--- config.mk ---
export PLATFORM = sky130hd
export DESIGN_NAME = smc_supply_monitor
export DESIGN_NICKNAME = d
export VERILOG_FILES = /design/src/hw/smc_pkg.sv /design/src/hw/smc_filter.sv /design/src/hw/smc_supply_monitor.sv
export SDC_FILE = /design/constraint.sdc
export NUM_CORES = 1
export LEC_CHECK = 0
export BUFFER_PORTS_ARGS = -buffer_cell sky130_fd_sc_hd__buf_2
export CELL_PAD_IN_SITES_DETAIL_PLACEMENT = 0
export CELL_PAD_IN_SITES_GLOBAL_PLACEMENT = 1
export CORE_MARGIN = 8
export CORE_UTILIZATION = 47
export CTS_CLUSTER_SIZE = 10
export DETAILED_ROUTE_END_ITERATION = 8
export HOLD_SLACK_MARGIN = 0.05
export PLACE_DENSITY = 0.88
export SETUP_SLACK_MARGIN = 0.4
export SLEW_MARGIN = 20
export SYNTH_ARGS = -nofsm -noshare
export SYNTH_HDL_FRONTEND = slang
export SYNTH_SLANG_ARGS = --single-unit
--- constraint.sdc ---
create_clock -name clock -period 3.8 [get_ports clock]
set_clock_uncertainty 0.15 [all_clocks]
set_input_delay 0.76 -clock clock [delete_from_list [all_inputs] [get_ports clock]]
set_output_delay 0.76 -clock clock [all_outputs]
set_load 0.005 [all_outputs]
--- src/hw/smc_pkg.sv ---
package smc_pkg;
  localparam logic [7:0] SMC_CTRL_ADDR    = 8'hdf;
  localparam logic [7:0] SMC_CTRL_RESET   = 8'hde;
  localparam int         SMC_BIT_DGOOD    = 7;
  localparam int         SMC_BIT_AGOOD    = 6;
  localparam int         SMC_BIT_FLAG     = 5;
  localparam int         SMC_BIT_DTRIP_HI = 4;
  localparam int         SMC_BIT_DTRIP_LO = 3;
  localparam int         SMC_BIT_ATRIP_HI = 2;
  localparam int         SMC_BIT_ATRIP_LO = 1;
  localparam int         SMC_BIT_ENABLE   = 0;
  localparam logic [7:0] SMC_WRITE_MASK   = 8'h3f;
  localparam logic [1:0] SMC_TRIP_463     = 2'h0;
  localparam logic [1:0] SMC_TRIP_308     = 2'h1;
  localparam logic [1:0] SMC_TRIP_293     = 2'h2;
  localparam logic [1:0] SMC_TRIP_263     = 2'h3;
  localparam int         SMC_CLOCK_HZ     = 200000000;
  localparam int         SMC_TICK_HZ      = 32768;
  localparam int         SMC_RECOVER_MS   = 250;
  localparam int         SMC_RECOVER_TICKS = SMC_TICK_HZ * SMC_RECOVER_MS / 1000;
  localparam int         SMC_TICK_DIV     = SMC_CLOCK_HZ / SMC_TICK_HZ;
  localparam int         SMC_GLITCH_CYC   = 4;

  typedef struct packed {
    logic       write;
    logic [7:0] addr;
    logic [7:0] wdata;
  } smc_bus_t;

  typedef struct packed {
    logic [1:0] digitalTrip;
    logic [1:0] analogTrip;
    logic       monitorOn;
  } smc_analog_t;
endpackage

--- src/hw/smc_filter.sv ---
`timescale 1ns/100ps
module smc_filter #(
  parameter int LEN = 4
) (
  input  wire logic clock,
  input  wire logic reset_n,
  input  wire logic rawGood,
  output logic      goodOut
);
  import smc_pkg::*;
  typedef struct packed {
    logic [7:0] cnt;
    logic       good;
  } smc_filt_t;
  smc_filt_t state_reg, state_next;

  always_comb begin
    state_next = state_reg;
    if (rawGood) begin
      state_next.cnt  = 8'h00;
      state_next.good = 1'b1;
    end else if (state_reg.cnt == 8'(LEN - 1)) begin
      state_next.good = 1'b0;
    end else begin
      state_next.cnt = state_reg.cnt + 8'h01;
    end
  end

  always_ff @(posedge clock) begin
    if (!reset_n) begin
      state_reg <= '{cnt: 8'h00, good: 1'b1};
    end else begin
      state_reg <= state_next;
    end
  end

  assign goodOut = state_reg.good;

  glitch_held_a: assert property (@(posedge clock) disable iff (!reset_n)
    rawGood ##1 !rawGood |=> goodOut) else $error("single low sample dropped good");
endmodule // smc_filter

--- src/hw/smc_supply_monitor.sv ---
`timescale 1ns/100ps
// Functional notes
// - monitoring active only while control bit 0 is one.
// - bits 7 and 6 read live digital and analog comparator states.
// - flag bit 5 sets whenever either filtered rail comparator is low while bit 0 is one.
// - after both rails good, 250 ms recovery count clears the flag.
// - software may write flag but cannot clear it while a rail is low and bit 0 is one.
// - interrupt request goes out only when core enable allows it.
// - bits 4:3 select digital trip point, 00 4.63 V to 11 2.63 V.
// - bits 2:1 select analog trip point with same encoding.
// - comparator glitches are filtered before they can set the flag.
// - monitor interrupt clears the watchdog enable bit.
module smc_supply_monitor #(
  parameter int RECOVER_TICKS = smc_pkg::SMC_RECOVER_TICKS,
  parameter int TICK_DIV      = smc_pkg::SMC_TICK_DIV,
  parameter int GLITCH_CYC    = smc_pkg::SMC_GLITCH_CYC
) (
  input  wire logic               clock,
  input  wire logic               reset_n,
  input  wire smc_pkg::smc_bus_t  sfrBus,
  output logic [7:0]              sfrReadData,
  input  wire logic               digitalCompare,
  input  wire logic               analogCompare,
  input  wire logic               monitorIntEnable,
  output smc_pkg::smc_analog_t    analogCtrl,
  output logic                    lowSupplyIrq,
  output logic                    watchdogClear
);
  import smc_pkg::*;

  typedef enum logic [2:0] {
    ST_IDLE    = 3'b001,
    ST_LOW     = 3'b010,
    ST_RECOVER = 3'b100
  } smc_state_t;

  typedef struct packed {
    smc_state_t  fsm;
    logic [7:0]  ctrl;
    logic [15:0] divCnt;
    logic [15:0] recCnt;
    logic        dGood;
    logic        aGood;
  } smc_regs_t;

  smc_regs_t state_reg, state_next;
  logic      dFilt;
  logic      aFilt;
  logic      bothGood;
  logic      tick;
  logic      flagNow;
  logic      sfrHit;
  logic      recExpire;

  function automatic logic smc_hit(input smc_bus_t b);
    return b.write && (b.addr == SMC_CTRL_ADDR);
  endfunction

  smc_filter #(.LEN(GLITCH_CYC)) filtD (
    .clock   (clock),
    .reset_n (reset_n),
    .rawGood (digitalCompare),
    .goodOut (dFilt)
  );
  smc_filter #(.LEN(GLITCH_CYC)) filtA (
    .clock   (clock),
    .reset_n (reset_n),
    .rawGood (analogCompare),
    .goodOut (aFilt)
  );

  assign bothGood = dFilt && aFilt;
  assign tick     = (state_reg.divCnt == 16'(TICK_DIV - 1));
  assign sfrHit   = smc_hit(sfrBus);
  // last tick of an unbroken recovery with both filtered rails good
  assign recExpire = state_reg.ctrl[SMC_BIT_ENABLE] && (state_reg.fsm == ST_RECOVER) && bothGood
                     && tick && (state_reg.recCnt == 16'(RECOVER_TICKS - 1));

  always_comb begin
    state_next = state_reg;
    state_next.dGood = digitalCompare;
    state_next.aGood = analogCompare;
    state_next.divCnt = tick ? 16'h0000 : state_reg.divCnt + 16'h0001;
    if (sfrHit) begin
      state_next.ctrl = (state_reg.ctrl & ~SMC_WRITE_MASK) | (sfrBus.wdata & SMC_WRITE_MASK);
      if (!sfrBus.wdata[SMC_BIT_FLAG] && !bothGood && state_reg.ctrl[SMC_BIT_ENABLE]) begin
        state_next.ctrl[SMC_BIT_FLAG] = 1'b1;
      end
    end
    if (!state_reg.ctrl[SMC_BIT_ENABLE]) begin
      state_next.fsm    = ST_IDLE;
      state_next.recCnt = 16'h0000;
    end else begin
      case (state_reg.fsm)
        ST_IDLE: begin
          if (!bothGood) begin
            state_next.fsm = ST_LOW;
          end
        end
        ST_LOW: begin
          state_next.recCnt = 16'h0000;
          if (bothGood) begin
            state_next.fsm    = ST_RECOVER;
            // restart the divider so the first tick is a whole period
            state_next.divCnt = 16'h0000;
          end
        end
        ST_RECOVER: begin
          if (!bothGood) begin
            state_next.fsm    = ST_LOW;
            state_next.recCnt = 16'h0000;
          end else if (tick) begin
            if (recExpire) begin
              state_next.fsm                = ST_IDLE;
              state_next.recCnt             = 16'h0000;
              state_next.ctrl[SMC_BIT_FLAG] = 1'b0;
            end else begin
              state_next.recCnt = state_reg.recCnt + 16'h0001;
            end
          end
        end
        default: begin
          state_next.fsm = ST_IDLE;
        end
      endcase
      if (!bothGood) begin
        state_next.ctrl[SMC_BIT_FLAG] = 1'b1;
      end
    end
  end

  always_ff @(posedge clock) begin
    if (!reset_n) begin
      state_reg <= '{fsm: ST_IDLE, ctrl: SMC_CTRL_RESET & SMC_WRITE_MASK, divCnt: 16'h0000,
                     recCnt: 16'h0000, dGood: 1'b1, aGood: 1'b1};
    end else begin
      state_reg <= state_next;
    end
  end

  assign flagNow = state_reg.ctrl[SMC_BIT_FLAG];

  always_comb begin
    sfrReadData                = state_reg.ctrl;
    sfrReadData[SMC_BIT_DGOOD] = state_reg.dGood;
    sfrReadData[SMC_BIT_AGOOD] = state_reg.aGood;
  end

  assign analogCtrl.digitalTrip = state_reg.ctrl[SMC_BIT_DTRIP_HI:SMC_BIT_DTRIP_LO];
  assign analogCtrl.analogTrip  = state_reg.ctrl[SMC_BIT_ATRIP_HI:SMC_BIT_ATRIP_LO];
  assign analogCtrl.monitorOn   = state_reg.ctrl[SMC_BIT_ENABLE];
  assign lowSupplyIrq  = flagNow && monitorIntEnable;
  assign watchdogClear = lowSupplyIrq;

  // rail events and interrupt path
  flag_sets_a: assert property (@(posedge clock) disable iff (!reset_n)
    (state_reg.ctrl[SMC_BIT_ENABLE] && !bothGood) |=> flagNow) else $error("flag not set on low rail");
  no_sw_clear_a: assert property (@(posedge clock) disable iff (!reset_n)
    (flagNow && !bothGood && state_reg.ctrl[SMC_BIT_ENABLE]) |=> flagNow) else $error("flag cleared while low");
  clear_timing_a: assert property (@(posedge clock) disable iff (!reset_n)
    ($fell(flagNow) && !$past(sfrHit)) |-> $past(recExpire))
    else $error("flag cleared without recovery expiry");
  restart_a: assert property (@(posedge clock) disable iff (!reset_n)
    (state_reg.fsm == ST_RECOVER && !bothGood && state_reg.ctrl[SMC_BIT_ENABLE]) |=> state_reg.recCnt == 16'h0000)
    else $error("recovery did not restart");
  irq_gate_a: assert property (@(posedge clock) disable iff (!reset_n)
    lowSupplyIrq == (flagNow && monitorIntEnable)) else $error("irq gating wrong");
  wdog_clear_a: assert property (@(posedge clock) disable iff (!reset_n)
    lowSupplyIrq |-> watchdogClear) else $error("watchdog not cleared");
  live_bits_a: assert property (@(posedge clock) disable iff (!reset_n)
    ##1 sfrReadData[SMC_BIT_DGOOD] == $past(digitalCompare)) else $error("digital bit stale");
  trip_write_a: assert property (@(posedge clock) disable iff (!reset_n)
    sfrHit |=> analogCtrl.digitalTrip == $past(sfrBus.wdata[SMC_BIT_DTRIP_HI:SMC_BIT_DTRIP_LO]))
    else $error("digital trip not written");
  disable_a: assert property (@(posedge clock) disable iff (!reset_n)
    !state_reg.ctrl[SMC_BIT_ENABLE] |=> state_reg.fsm == ST_IDLE) else $error("fsm active while disabled");

  // register view and trip outputs
  analog_bit_a: assert property (@(posedge clock) disable iff (!reset_n)
    ##1 sfrReadData[SMC_BIT_AGOOD] == $past(analogCompare)) else $error("analog bit stale");
  analog_trip_a: assert property (@(posedge clock) disable iff (!reset_n)
    sfrHit |=> analogCtrl.analogTrip == $past(sfrBus.wdata[SMC_BIT_ATRIP_HI:SMC_BIT_ATRIP_LO]))
    else $error("analog trip not written");
  enable_write_a: assert property (@(posedge clock) disable iff (!reset_n)
    sfrHit |=> analogCtrl.monitorOn == $past(sfrBus.wdata[SMC_BIT_ENABLE]))
    else $error("enable bit not written");
  trip_hold_a: assert property (@(posedge clock) disable iff (!reset_n)
    !sfrHit |=> $stable(analogCtrl)) else $error("trip outputs moved without a write");
  sw_write_a: assert property (@(posedge clock) disable iff (!reset_n)
    (sfrHit && (bothGood || !state_reg.ctrl[SMC_BIT_ENABLE]) && !recExpire)
    |=> flagNow == $past(sfrBus.wdata[SMC_BIT_FLAG])) else $error("flag write lost");

  // flag set and recovery timing
  quiet_flag_a: assert property (@(posedge clock) disable iff (!reset_n)
    (bothGood && !flagNow && !sfrHit) |=> !flagNow) else $error("flag set without filtered low");
  low_enter_a: assert property (@(posedge clock) disable iff (!reset_n)
    (state_reg.ctrl[SMC_BIT_ENABLE] && state_reg.fsm == ST_IDLE && !bothGood) |=> state_reg.fsm == ST_LOW)
    else $error("low state not entered");
  rec_entry_a: assert property (@(posedge clock) disable iff (!reset_n)
    (state_reg.ctrl[SMC_BIT_ENABLE] && state_reg.fsm == ST_LOW && bothGood)
    |=> (state_reg.fsm == ST_RECOVER && state_reg.divCnt == 16'h0000)) else $error("recovery start wrong");
  expire_clears_a: assert property (@(posedge clock) disable iff (!reset_n)
    recExpire |=> !flagNow) else $error("flag kept after recovery expiry");
  rec_bound_a: assert property (@(posedge clock) disable iff (!reset_n)
    state_reg.recCnt < 16'(RECOVER_TICKS)) else $error("recovery count out of range");
  div_bound_a: assert property (@(posedge clock) disable iff (!reset_n)
    state_reg.divCnt < 16'(TICK_DIV)) else $error("tick divider out of range");
  fsm_onehot_a: assert property (@(posedge clock) disable iff (!reset_n)
    $onehot(state_reg.fsm)) else $error("state code not one-hot");
  irq_off_a: assert property (@(posedge clock) disable iff (!reset_n)
    !monitorIntEnable |-> !lowSupplyIrq) else $error("irq raised while disabled in core");

  // scenario coverage
  cov_low_c: cover property (@(posedge clock) disable iff (!reset_n) $rose(flagNow));
  cov_rec_c: cover property (@(posedge clock) disable iff (!reset_n) $fell(flagNow));
  cov_irq_c: cover property (@(posedge clock) disable iff (!reset_n) lowSupplyIrq);
  cov_restart_c: cover property (@(posedge clock) disable iff (!reset_n)
    state_reg.fsm == ST_RECOVER ##1 state_reg.fsm == ST_LOW);
  cov_refuse_c: cover property (@(posedge clock) disable iff (!reset_n)
    sfrHit && !sfrBus.wdata[SMC_BIT_FLAG] && flagNow && !bothGood);
endmodule // smc_supply_monitor

* Yosys cells after proc, flatten, opt, wreduce, memory -nomap -nowiden *
Cells that the tools add are included.

operators by class
  add/subtract/negate cells = 4
  multiply operators = 0
  divide/modulo/power cells = 0
  $lt $le $gt $ge = 0
  eq/ne operators = 12
  shift operators = 0
  muxes and demuxes = 21
  bitwise operators = 2
  reductions and logical operators = 17

operators by type and width
  kind                                                    number
  2-to-1 mux 16 bit                                       7
  adder 16 x 1 -> 16 bit (second input constant)          2
  equality test 16 x 13 -> 1 bit (second input constant)  2
  case mux 16 bit (2 select lines)                        1
  adder 8 x 1 -> 8 bit (second input constant)            2
  equality test 8 x 2 -> 1 bit (second input constant)    2
  2-to-1 mux 3 bit                                        5
  logical AND 1 bit                                       9
  case mux 3 bit (3 select lines)                         1
  equality test 8 bit (second input constant)             1
  OR 8 x 6 -> 8 bit                                       1
  2-to-1 mux 1 bit                                        6
  2-to-1 mux 6 bit                                        1
  != test 3 bit (second input constant)                   2
  != test 2 bit (second input constant)                   2
  AND reduction 2 bit                                     2
  AND reduction 4 bit                                     1
  OR reduction 2 bit                                      2
  equality test 3 x 1 -> 1 bit (second input constant)    1
  equality test 3 x 2 -> 1 bit (second input constant)    1
  equality test 3 bit (second input constant)             1
  logical NOT 1 bit                                       2
  nonzero test 2 bit                                      1
  inverter 1 bit                                          1

storage, ports and cells
  register bits after elaboration = 63
  bits in latches = 0
  RAM bits = 0
  memory bits (read-only) = 0
  output and inout bits = 15
  word-level logic and storage cells = 67
  memories kept = 0

* Logic depth before layout (Yosys ltp) *
Gate-level depths: netlist (run 1).

  word-level depth = 11
  mapped depth = 8
  mapped depth without buffers = 7

* By module *
Synthesis (run 1) repeated with hierarchy kept, for this count alone.

unflattened totals
  cells, all modules = 328
  area total of the unflattened synthesis = 2962.8 sq um

modules (own cells, without submodules)
  module              times used  cells an instance  area an instance (sq um)
  smc_supply_monitor  1           238                2152.1
  smc_filter          2           45                 405.4

* Least setup slack after synthesis (run 1) *
OpenSTA, ideal clock, no wires.

  path type = input -> register
  from = input sfrBus[16] in the netlist's numbering
  to = register state_reg (netlist bit sfrReadData[5])
  data arrival time = 2.072 ns
  data required time = 3.533 ns
  setup slack = 1.461 ns
  cell stages on the path = 5
  buffers on the path = 0
  path through = nand4_1 nor4b_2 mux2_2 a22oi_1 nor2_1

between the ends
  word-level cells in the longest chain between the ends = 7

ends and longest elaborated chain
  element                 RTL line                   RTL
  start: declaration      smc_supply_monitor.sv:20   input wire smc_pkg::smc_bus_t sfrBus,
  logical AND 1 bit (*)   smc_supply_monitor.sv:56   return b.write && (b.addr == SMC_CTRL_ADDR);
  2-to-1 mux 6 bit (*)    smc_supply_monitor.sv:84   if (sfrHit) begin
  2-to-1 mux 1 bit        smc_supply_monitor.sv:113  if (recExpire) begin
  2-to-1 mux 1 bit        smc_supply_monitor.sv:112  end else if (tick) begin
  2-to-1 mux 1 bit        smc_supply_monitor.sv:94   case (state_reg.fsm)
  2-to-1 mux 1 bit        smc_supply_monitor.sv:126  if (!bothGood) begin
  2-to-1 mux 1 bit (*)    smc_supply_monitor.sv:90   if (!state_reg.ctrl[SMC_BIT_ENABLE]) begin
  end signal: assignment  smc_supply_monitor.sv:134  state_reg <= '{fsm: ST_IDLE, ctrl: SMC_CTRL_RESET & SMC_WRITE_MASK, divCnt: 16'h0000,
  end signal: assignment  smc_supply_monitor.sv:137  state_reg <= state_next;
  end: declaration        smc_supply_monitor.sv:46   smc_regs_t state_reg, state_next;

Every way passes the cells marked *; elsewhere a longest branch is shown, timed or not.
A chain may end at the register's enable or synchronous reset.

* Worst setup path in the final report (run 1) *
  from = register state_reg[2] in the netlist's numbering
  to = register state_reg[7] in the netlist's numbering

between the ends
  word-level cells in the longest chain between the ends = 6
  elaborated cells between the ends (all ways) = 7
  classes of those cells = 1 x add/sub; 1 x eq/ne; 4 x mux; 1 x reduce/logical

ends and longest elaborated chain
  element                                                                         RTL line                   RTL
  parallel branches: the longest is 2 deep, another holds adder 16 x 1 -> 16 bit  n/a
  2-to-1 mux 16 bit (*)                                                           smc_supply_monitor.sv:113
  2-to-1 mux 16 bit (*)                                                           smc_supply_monitor.sv:112
  2-to-1 mux 16 bit (*)                                                           smc_supply_monitor.sv:109  if (!bothGood) begin
  case mux 16 bit (2 select lines) (*)                                            smc_supply_monitor.sv:94

Every way passes the cells marked *. The select of a mux whose other input is x is not followed.

==> results of run 1 <==
-- layer usage --
metal  part of all wire, %  wire length, microns
met2                    44                  2700
met4                   1.4                    85
met5                     0                     0
met1                    49                  3010
met3                   6.4                   399
-- power by group through the flow --
stage	Combinational (uW)	Sequential, uW	Clock (uW)
floorplan	23.0	664	0
global placement	34.0	667	0
detailed placement	35.2	667	0
CTS	35.4	652	621
global route	39.9	653	657
finish	34.8	653	602
-- layout make-up --
class	instances	area share, %
multi-input cells	245	48.0
inverters	7	0.785
well taps	77	2.88
repair buffers	36	5.53
clock buffers	13	5.05
flip-flops and latches	61	36.5
clock inverters	3	1.27
-- worst register-to-register path: stages (launching register included) --
cell and delay [ns]:
dfxtp_1 0.41, ha_1 0.22, nand3_1 0.17, nor4_2 0.53
nand4_2 0.71, a41oi_1 0.47, a31oi_1 0.06
-- cell families (layout without fill, tap and decap cells) --
logic type,count (synthesis),after routing,synth area share [%]
compound gates,46,46,11.2
xor+xnor,29,29,8.47
fa+ha+maj,5,5,2.09
buf+inv,30,59,5.75
flops,61,61,40.7
mux,9,9,3.04
simple gates,156,156,28.7
-- cells in the final DEF, fill, tap and decap left out, drive strengths merged, types with 4 or more instances in the layout --
cell type	instances
dfxtp	61
nor2	43
nand3	33
a32oi	4
clkbuf	13
xnor2	10
nand2	18
a31oi	16
nor4	6
nand4	11
xor2	19
and2	6
mux2i	8
inv	7
nor3	5
nand2b	8
a41oi	4
ha	5
buf	36
and3	8
-- Yosys cell counts (5+ instances only) --
library cell | n | area (sq um)
nand3_1 | 33 | 165
nand4_1 | 10 | 62.6
clkbuf_1 | 5 | 18.8
ha_1 | 5 | 62.6
inv_1 | 7 | 26.3
and3_1 | 8 | 50.1
nor2_1 | 43 | 161
a31oi_1 | 16 | 100
nand2b_1 | 8 | 50.1
xnor2_1 | 10 | 87.6
dfxtp_1 | 61 | 1220
nand2_1 | 17 | 63.8
buf_4 | 15 | 113
and2_1 | 6 | 37.5
mux2i_1 | 8 | 80.1
xor2_1 | 19 | 166
-- how the worst max path moves through the flow --
stage / endpoint / slack [ns] / depth (start not counted) / startpoint
floorplan: sfrReadData[5] / 1.46 / 5 / sfrBus[16]
global placement: state_reg[9] / 1.0 / 6 / state_reg[2]
detailed placement: state_reg[7] / 1.02 / 6 / state_reg[2]
CTS: state_reg[7] / 1.0 / 6 / state_reg[2]
global route: state_reg[16] / 0.70 / 6 / state_reg[2]
finish: state_reg[7] / 0.96 / 6 / state_reg[2]
-- per-stage QoR --
stage	power [uW]	hold WS (ns)	instances	util (%)	instance area, sq um
after global placement	701	0.305	426	50.0	3140
after floorplan	687	0.291	336	-	3000
after global routing	1350	0.370	442	53.3	3350
after detailed placement	702	0.327	426	50.0	3140
final	1290	0.333	442	53.3	3350
after CTS	1310	0.341	442	53.3	3350
==> results.tsv, run 1 <==
stage	metric	value	unit
die	DIE AREA	0.00920	sq mm
placement	DP Worst Slack	1.02	ns
timing	Slew @ Worst Pin	0.720	ns
power_and_ir_drop	Seq pwr share	50.6	%
yosys	FFs w/ async S/R, synth	0	%
timing	Final Hold Viols	0	
critical_path	Setup CP Type	reg2reg	
clocking	setup bufs post-CTS	0	
power_and_ir_drop	combinational share of power	2.7	%
grt	global-route wire length before repair	11.0	mm
clocking	Resized cells post-CTS	0	
worst_hold_path	hold depth	1	
timing	Tmin final	2.84	ns
clocking	cts bufs inserted	9	
die	Die Ht	95.9	microns
power_and_ir_drop	Sw Ratio	21.0	%
final_layout	max FFs per register	35	
timing	Slew Limit Fails	0	
timing	Tcrit/Tclk final	74.6	%
placement	Final Wtd Congestion	0.788	
routing	Final ANT Viol Nets	0	
critical_path	worst path required time	3.87	ns
placement	Post-DP HPWL	4.29	mm
critical_path	CP arrival	2.90	ns
critical_path	CP Launch Type	flop	
power_and_ir_drop	NetSw	271	uW
yosys	Syn Nets	363	
critical_path	CP endpoint kind	flop	
final_layout	share of layout cells above drive strength 1	17.3	%
timing	RSZ-0062 raised after global routing	no	
die	row count	29	
critical_path	worst r2r dst	state_reg[7]	
worst_hold_path	sink of the worst hold path	state_reg[18]	
grt	grt peak-use layer	met2	
final_layout	Inserted Diodes	0	
power_and_ir_drop	total power divided by cell area	385	mW/mm^2
final_layout	Layout fillers	593	
timing	setup violators final	0	
critical_path	Worst path slowest cell	nand4_2	
timing	setup TNS	0	ns
clocking	CTS hold repair buffers	0	
timing	fmax	353	MHz
routing	routed vias/inst	5.69	
clocking	CTS max path bufs	2	
grt	met2 Use GR	22.6	%
flow_run	maxcap violations	0	
yosys	Cell Area, Synth	0.00300	sq mm
power_and_ir_drop	Static Leak	0.00120	uW
yosys	Post-Synthesis Cells	336	
clocking	Root Driver	clkbuf_8	
die	die width	95.9	microns
yosys	EDFF count, synth	0	
power_and_ir_drop	Peak VDD IR	222	uV
worst_hold_path	Worst Hold Class	reg2reg	
die	starting density of the core	47.8	%
final_layout	register area	0.00122	sq mm
placement	Buffers on Ports	34	
grt	Overall Global Routing Usage	15.2	%
yosys	Synth Warn #	0	
critical_path	FF-to-FF setup slack	0.96	ns
clocking	CTS tree	done	
routing	Post-Route WL	6.19	mm
critical_path	CP max FO	27	
power_and_ir_drop	P_int	1020	uW
die	Top-Level Pins	37	
yosys	main flop type after synthesis	dfxtp_1	
timing	fin worst setup slack	0.965	ns
critical_path	Crit path buffers/inverters	0	
yosys	sequential-to-total area share from yosys stat	40.7	%
die	core area	0.00628	sq mm
clocking	CTS H-tree lvls	3	
grt	number of global-route vias before repair	2465	
routing	drt wl/cell	14.0	microns
grt	M1 GR Usage	18.8	%
critical_path	Reg2Reg Depth	6	
yosys	Synth Register Bits	61	
routing	Initial DRT Pass Iterations	4	
routing	via count	2514	
final_layout	nets@finish	387	
critical_path	CP max stage delay	0.71	ns
critical_path	CP cell instances	ha_1, nand3_1, nor4_2, nand4_2, a41oi_1, a31oi_1	
routing	DR DRC count	0	
clocking	Clock Sinks	61	
clocking	CTS clk-pin slew, worst paths	0.07	ns
critical_path	Top delay family on crit path	simple AND/OR/NAND/NOR gates	
clocking	clk_lat worst skew	0.34	ns
yosys	Synth Area per Inst	8.93	sq um
grt	largest net degree at the start of global routing	28	
status	run status	completed	
grt	grt ovf	0	
timing	Relative slew margins	51.9	%
yosys	Yosys cell types	50	
final_layout	Multi-input gate area	0.00161	sq mm
critical_path	reg2reg start	state_reg[2]	
routing	DR iter-0 viols	166	
grt	initial antenna violation count	0	
grt	M3 GR Usage	6.16	%
final_layout	area delta synth->final	11.6	%
power_and_ir_drop	Clock Power Share	46.7	%
worst_hold_path	Worst Min Path Start	state_reg[18]	
Power figures use the tool's default switching activity.
==> run 2, diff against run 1 <==
Settings changed: CORE_UTILIZATION 47 to 44, PLACE_DENSITY 0.88 to 0.83.
Clock period 3.8 ns to 2.95 ns, I/O delays scaled along.
==> run 2 against run 1 <==
Compared with the run above: final area fell by 0.11%; register-to-register slack worse by 0.29 ns; combinational power up 25%; routed wire length is 2.6% lower; fmax increased by 25%; global-route usage decreased by 2.1 points; cell count is 0.90% higher; flip-flop and latch count unchanged; clock power up 14%; sequential share of layout area is essentially flat; utilization fell by 3.3 points; clock-buffer cell count down 3; largest power group unchanged.
==> results.tsv, run 2 (synthesized netlist as in run 1, its figures left out) <==
stage	metric	value	unit	change
grt	grt ovf	0		unchanged
power_and_ir_drop	Static Leak	0.00121	uW	+1.1%
grt	Overall Global Routing Usage	13.1	%	-2.1 points
timing	RSZ-0062 raised after global routing	no		
status	run status	completed		
timing	Tcrit/Tclk final	77.0	%	+2.4 points
routing	Post-Route WL	6.04	mm	-2.6%
final_layout	Layout fillers	645		+8.8%
critical_path	CP max FO	10		-63%
final_layout	Post-Layout Cell Count	446		+0.90%
final_layout	Final Core Density	50.0	%	-3.3 points
power_and_ir_drop	combinational share of power	2.8	%	about the same
placement	Post-DP HPWL	4.19	mm	-2.1%
timing	fmax	440	MHz	+25%
die	core area	0.00668	sq mm	+6.4%
power_and_ir_drop	Clock Power Share	43.7	%	-3.0 points
final_layout	Inserted Diodes	0		unchanged
power_and_ir_drop	total power divided by cell area	470	mW/mm^2	+22%
power_and_ir_drop	Peak VDD IR	278	uV	+25%
critical_path	CP Launch Type	flop		
clocking	CTS H-tree lvls	3		unchanged
critical_path	worst path required time	3.06	ns	-0.81 ns
die	Die Ht	98.6	microns	+2.8%
routing	DR DRC count	0		unchanged
final_layout	commonest non-fill, non-tap cell in the layout	dfxtp_1		
power_and_ir_drop	P_int	1230	uW	+21%
die	starting density of the core	44.9	%	-2.9 points
power_and_ir_drop	Sw Ratio	21.4	%	+0.40 points
final_layout	nets@finish	389		+0.52%
placement	Final Wtd Congestion	0.762		-3.4%
die	DIE AREA	0.00972	sq mm	+5.7%
routing	Initial DRT Pass Iterations	5		+1
routing	Final ANT Viol Nets	0		unchanged
timing	setup violators final	0		unchanged
clocking	cts bufs inserted	9		unchanged
die	die width	98.6	microns	+2.8%
clocking	clk_lat worst skew	0.33	ns	about the same
worst_hold_path	Worst Hold Class	in2reg		
clocking	Clock Sinks	61		unchanged
clocking	CTS max path bufs	2		unchanged
clocking	CTS hold repair buffers	0		unchanged
final_layout	area delta synth->final	11.4	%	
die	Top-Level Pins	37		unchanged
final_layout	most frequent cells in the layout	61 x dfxtp_1, 43 x nor2_1, 34 x buf_2		
placement	Buffers on Ports	34		unchanged
grt	number of global-route vias before repair	2395		-2.8%
clocking	Root Driver	clkbuf_8		
power_and_ir_drop	NetSw	336	uW	+24%
final_layout	max FFs per register	35		unchanged
placement	Cells after DPL	431		+1.2%
power_and_ir_drop	Tot Pwr	1570	uW	+22%
clocking	CTS clk-pin slew, worst paths	0.07	ns	about the same
grt	initial antenna violation count	0		unchanged
power_and_ir_drop	Seq pwr share	53.5	%	+2.9 points
timing	Slew @ Worst Pin	0.613	ns	-0.107 ns
timing	Slew Limit Fails	0		unchanged
routing	drt wl/cell	13.5	microns	-3.4%
critical_path	Setup CP Type	reg2reg		
timing	Tmin final	2.27	ns	-0.563 ns
flow_run	maxcap violations	0		unchanged
clocking	CTS tree	done		
routing	DR iter-0 viols	141		-15%
critical_path	CP endpoint kind	flop		
final_layout	share of layout cells above drive strength 1	17.5	%	+0.23 points
critical_path	CP arrival	2.39	ns	-0.51 ns
timing	setup TNS	0	ns	unchanged
routing	via count	2466		-1.9%
timing	Relative slew margins	58.7	%	+6.9 points
grt	global-route wire length before repair	10.5	mm	-4.8%
die	row count	30		+3.4%
timing	Final Hold Viols	0		unchanged
routing	routed vias/inst	5.53		-2.8%
grt	largest net degree at the start of global routing	28		unchanged
[run 2: worst paths after layout]
check                start             to  slack [ns]  cells after the start
max          state_reg[31]   state_reg[2]        0.68                      6
min              sfrBus[1]  analogCtrl[1]        0.32                      3
max reg2reg  state_reg[31]   state_reg[2]        0.68                      6
min reg2reg  state_reg[18]  state_reg[18]        0.32                      1
[run 2: layer usage]
layer,track usage [%],wire (microns)
met5,0,0
met4,6.73,118
met3,3.88,304
met2,20.7,2660
met1,15.7,2950
[run 2: final cells by class]
type | count | area [sq um] | share of cell area (%)
multi-input combinational | 245 | 1620 | 48.3
inverter | 7 | 26.3 | 0.786
sequential | 61 | 1220 | 36.5
clock inverter | 5 | 52.6 | 1.57
timing repair buffer | 38 | 200 | 5.99
tap | 80 | 100 | 2.99
clock buffer | 10 | 128 | 3.82
[run 2: stage by stage]
step,hold WS [ns],setup WS (ns),area (sq um)
detailed placement,0.316,0.589,3150
CTS,0.301,0.556,3330
global placement,0.308,0.647,3150
finish,0.315,0.678,3340
global route,0.320,0.489,3340
floorplan,0.291,0.748,3000
[run 2: power groups by stage]
stage                     clock network, uW  logic (uW)  registers [uW]
after detailed placement                  0        44.8             859
after CTS                               708        45.0             840
after global placement                    0        44.1             859
after global routing                    750        49.6             841
final                                   686        43.6             841
after floorplan                           0        29.6             856
[run 2: worst max-delay path: stages, from the launching register on]
cell     delay (ns)
dfxtp_1        0.35
or4b_4         0.56
nor4_4         0.21
buf_4          0.20
o21a_1         0.40
nand2_1        0.18
o21ai_1        0.15
[run 2: repair_timing]
item                       in CTS  in global routing
resized for setup               0                  1
setup buffers                   0                  0
setup endpoints to repair       0                 10
==> run 3, diff against run 2 <==
Clock period 2.95 ns to 2.3 ns, I/O delays scaled along.
==> run 3 against run 2 <==
Compared with the run above: routed wire length up 12%; fmax is 4.2% higher; global-route usage rose by 0.75 points; sequential share of layout area is 4.2 points lower.
==> results.tsv, run 3 (synthesized netlist as in run 1, its figures left out) <==
stage	metric	value	unit	change
die	starting density of the core	44.9	%	unchanged
critical_path	CP Launch Type	flop		
routing	DR iter-0 viols	145		+2.8%
placement	Final Wtd Congestion	0.751		-1.3%
critical_path	Top delay family on crit path	simple AND/OR/NAND/NOR gates		
timing	setup violators final	0		unchanged
power_and_ir_drop	Sw Ratio	22.6	%	+1.2 points
final_layout	nets@finish	410		+5.4%
power_and_ir_drop	P_int	1640	uW	+33%
critical_path	CP max FO	14		+4
placement	Cells after DPL	441		+2.3%
critical_path	Worst path slowest cell	or4b_4		
timing	setup TNS	0	ns	unchanged
status	run status	completed		
critical_path	CP max stage delay	0.47	ns	-0.09 ns
flow_run	maxcap violations	0		unchanged
grt	largest net degree at the start of global routing	19		-32%
clocking	CTS hold repair buffers	0		unchanged
timing	Slew @ Worst Pin	0.586	ns	-0.0273 ns
power_and_ir_drop	combinational share of power	4.2	%	+1.4 points
routing	Initial DRT Pass Iterations	4		-1
final_layout	max FFs per register	35		unchanged
final_layout	commonest non-fill, non-tap cell in the layout	dfxtp_1		
worst_hold_path	Worst Hold Class	in2reg		
timing	Tmin final	2.18	ns	-0.0914 ns
timing	RSZ-0062 raised after global routing	yes		
grt	global-route wire length before repair	11.1	mm	+5.5%
clocking	CTS max path bufs	2		unchanged
power_and_ir_drop	Clock Power Share	45.0	%	+1.3 points
critical_path	Setup CP Type	reg2reg		
placement	Buffers on Ports	34		unchanged
timing	Tcrit/Tclk final	94.8	%	+18 points
clocking	CTS tree	done		
die	Die Ht	98.6	microns	unchanged
routing	via count	2639		+7.0%
placement	Post-DP HPWL	4.34	mm	+3.3%
power_and_ir_drop	Static Leak	0.00139	uW	+15%
die	Top-Level Pins	37		unchanged
routing	Final ANT Viol Nets	0		unchanged
routing	DR DRC count	0		unchanged
timing	fmax	458	MHz	+4.2%
clocking	CTS H-tree lvls	3		unchanged
die	DIE AREA	0.00972	sq mm	unchanged
timing	Relative slew margins	60.6	%	+1.8 points
final_layout	Post-Layout Cell Count	468		+4.9%
die	row count	30		unchanged
power_and_ir_drop	NetSw	479	uW	+42%
routing	routed vias/inst	5.64		+2.0%
final_layout	Inserted Diodes	0		unchanged
power_and_ir_drop	Peak VDD IR	438	uV	+58%
critical_path	CP endpoint kind	flop		
grt	Overall Global Routing Usage	13.8	%	+0.75 points
clocking	CTS clk-pin slew, worst paths	0.07	ns	about the same
final_layout	Layout fillers	564		-13%
critical_path	worst path required time	2.41	ns	-0.65 ns
critical_path	CP arrival	2.29	ns	-0.10 ns
critical_path	CP cell instances	inv_2, ha_4, or4b_4, nor4_4, nand4_2, buf_12, a22o_1, a22oi_1		
grt	number of global-route vias before repair	2510		+4.8%
critical_path	FF-to-FF setup slack	0.12	ns	-0.56 ns
critical_path	Crit path buffers/inverters	2		+1
die	die width	98.6	microns	unchanged
die	core area	0.00668	sq mm	unchanged
routing	drt wl/cell	14.4	microns	+6.7%
routing	Post-Route WL	6.76	mm	+12%
grt	grt ovf	0		unchanged
clocking	Clock Sinks	61		unchanged
final_layout	area delta synth->final	27.4	%	
grt	initial antenna violation count	0		unchanged
power_and_ir_drop	Seq pwr share	50.8	%	-2.7 points
power_and_ir_drop	total power divided by cell area	554	mW/mm^2	+18%
clocking	cts bufs inserted	9		unchanged
final_layout	Multi-input gate area	0.00181	sq mm	+12%
final_layout	most frequent cells in the layout	55 x dfxtp_1, 34 x buf_2, 31 x nor2_1		
final_layout	register area	0.00123	sq mm	+1.0%
timing	Final Hold Viols	0		unchanged
clocking	clk_lat worst skew	0.34	ns	about the same
final_layout	share of layout cells above drive strength 1	31.2	%	+14 points
clocking	Root Driver	clkbuf_8		
timing	Slew Limit Fails	0		unchanged
-- run 3: cell type report --
| cell class | instances | share of cell area (%) |
|---|---|---|
| Clock buffer | 10 | 3.60 |
| Clock inverter | 6 | 1.64 |
| Inverter | 7 | 0.688 |
| Multi-Input combinational cell | 245 | 47.3 |
| Sequential cell | 61 | 32.3 |
| Tap cell | 80 | 2.62 |
| Timing Repair Buffer | 59 | 11.8 |
-- run 3: per-layer routing --
| layer | up-vias | wire [microns] | GRT usage, % |
|---|---|---|---|
| met5 | - | 0 | 0 |
| met4 | 0 | 112 | 7.44 |
| met3 | 11 | 378 | 4.58 |
| met2 | 81 | 3090 | 22.0 |
| met1 | 1241 | 3180 | 16.1 |
| li1 | 1306 | - | - |
-- run 3: stage by stage --
step                      hold slack, ns  total power (uW)  util, %  setup WS [ns]  cell area (sq um)
after CTS                          0.172              2120     54.4          0.117               3630
after global routing               0.177              2200     57.2         0.0205               3820
final                              0.185              2120     57.2          0.119               3820
after global placement             0.291              1170     49.1          0.130               3280
after floorplan                    0.277              1140        -          0.222               3040
after detailed placement           0.303              1170     49.1         0.0962               3280
-- run 3: worst paths after layout --
kind | start | end | cells past startpoint
worst max-delay path | state_reg[18] | state_reg[42] | 8
worst min-delay path | sfrBus[3] | analogCtrl[3] | 3
worst max register to register | state_reg[18] | state_reg[42] | 8
worst min register to register | state_reg[16] | state_reg[16] | 2
-- run 3: repair_timing --
action / 4_1_cts / 5_1_grt
endpoints found under the setup margin: 19 / 35
gates resized for setup: 16 / 34
cloned: 2 / 1
pin swaps: 8 / 19
buffers inserted: 5 / 3
-- run 3: power by group through the flow --
| stage | Combinational [uW] | Sequential (uW) | Clock (uW) |
|---|---|---|---|
| after global routing | 98.9 | 1080 | 1030 |
| after floorplan | 41.5 | 1100 | 0 |
| after detailed placement | 68.1 | 1100 | 0 |
| after global placement | 66.6 | 1100 | 0 |
| after CTS | 74.9 | 1080 | 973 |
| final | 89.3 | 1080 | 951 |
-- run 3: worst reg2reg max path, delay by kind of cell, from the launching register on --
family,cells,cell delay [ns]
and+or+nand+nor,3,0.88
AOI/OAI and AO/OA,2,0.36
DFF,1,0.34
buffers and inverters,2,0.25
adders and majority gates,1,0.12
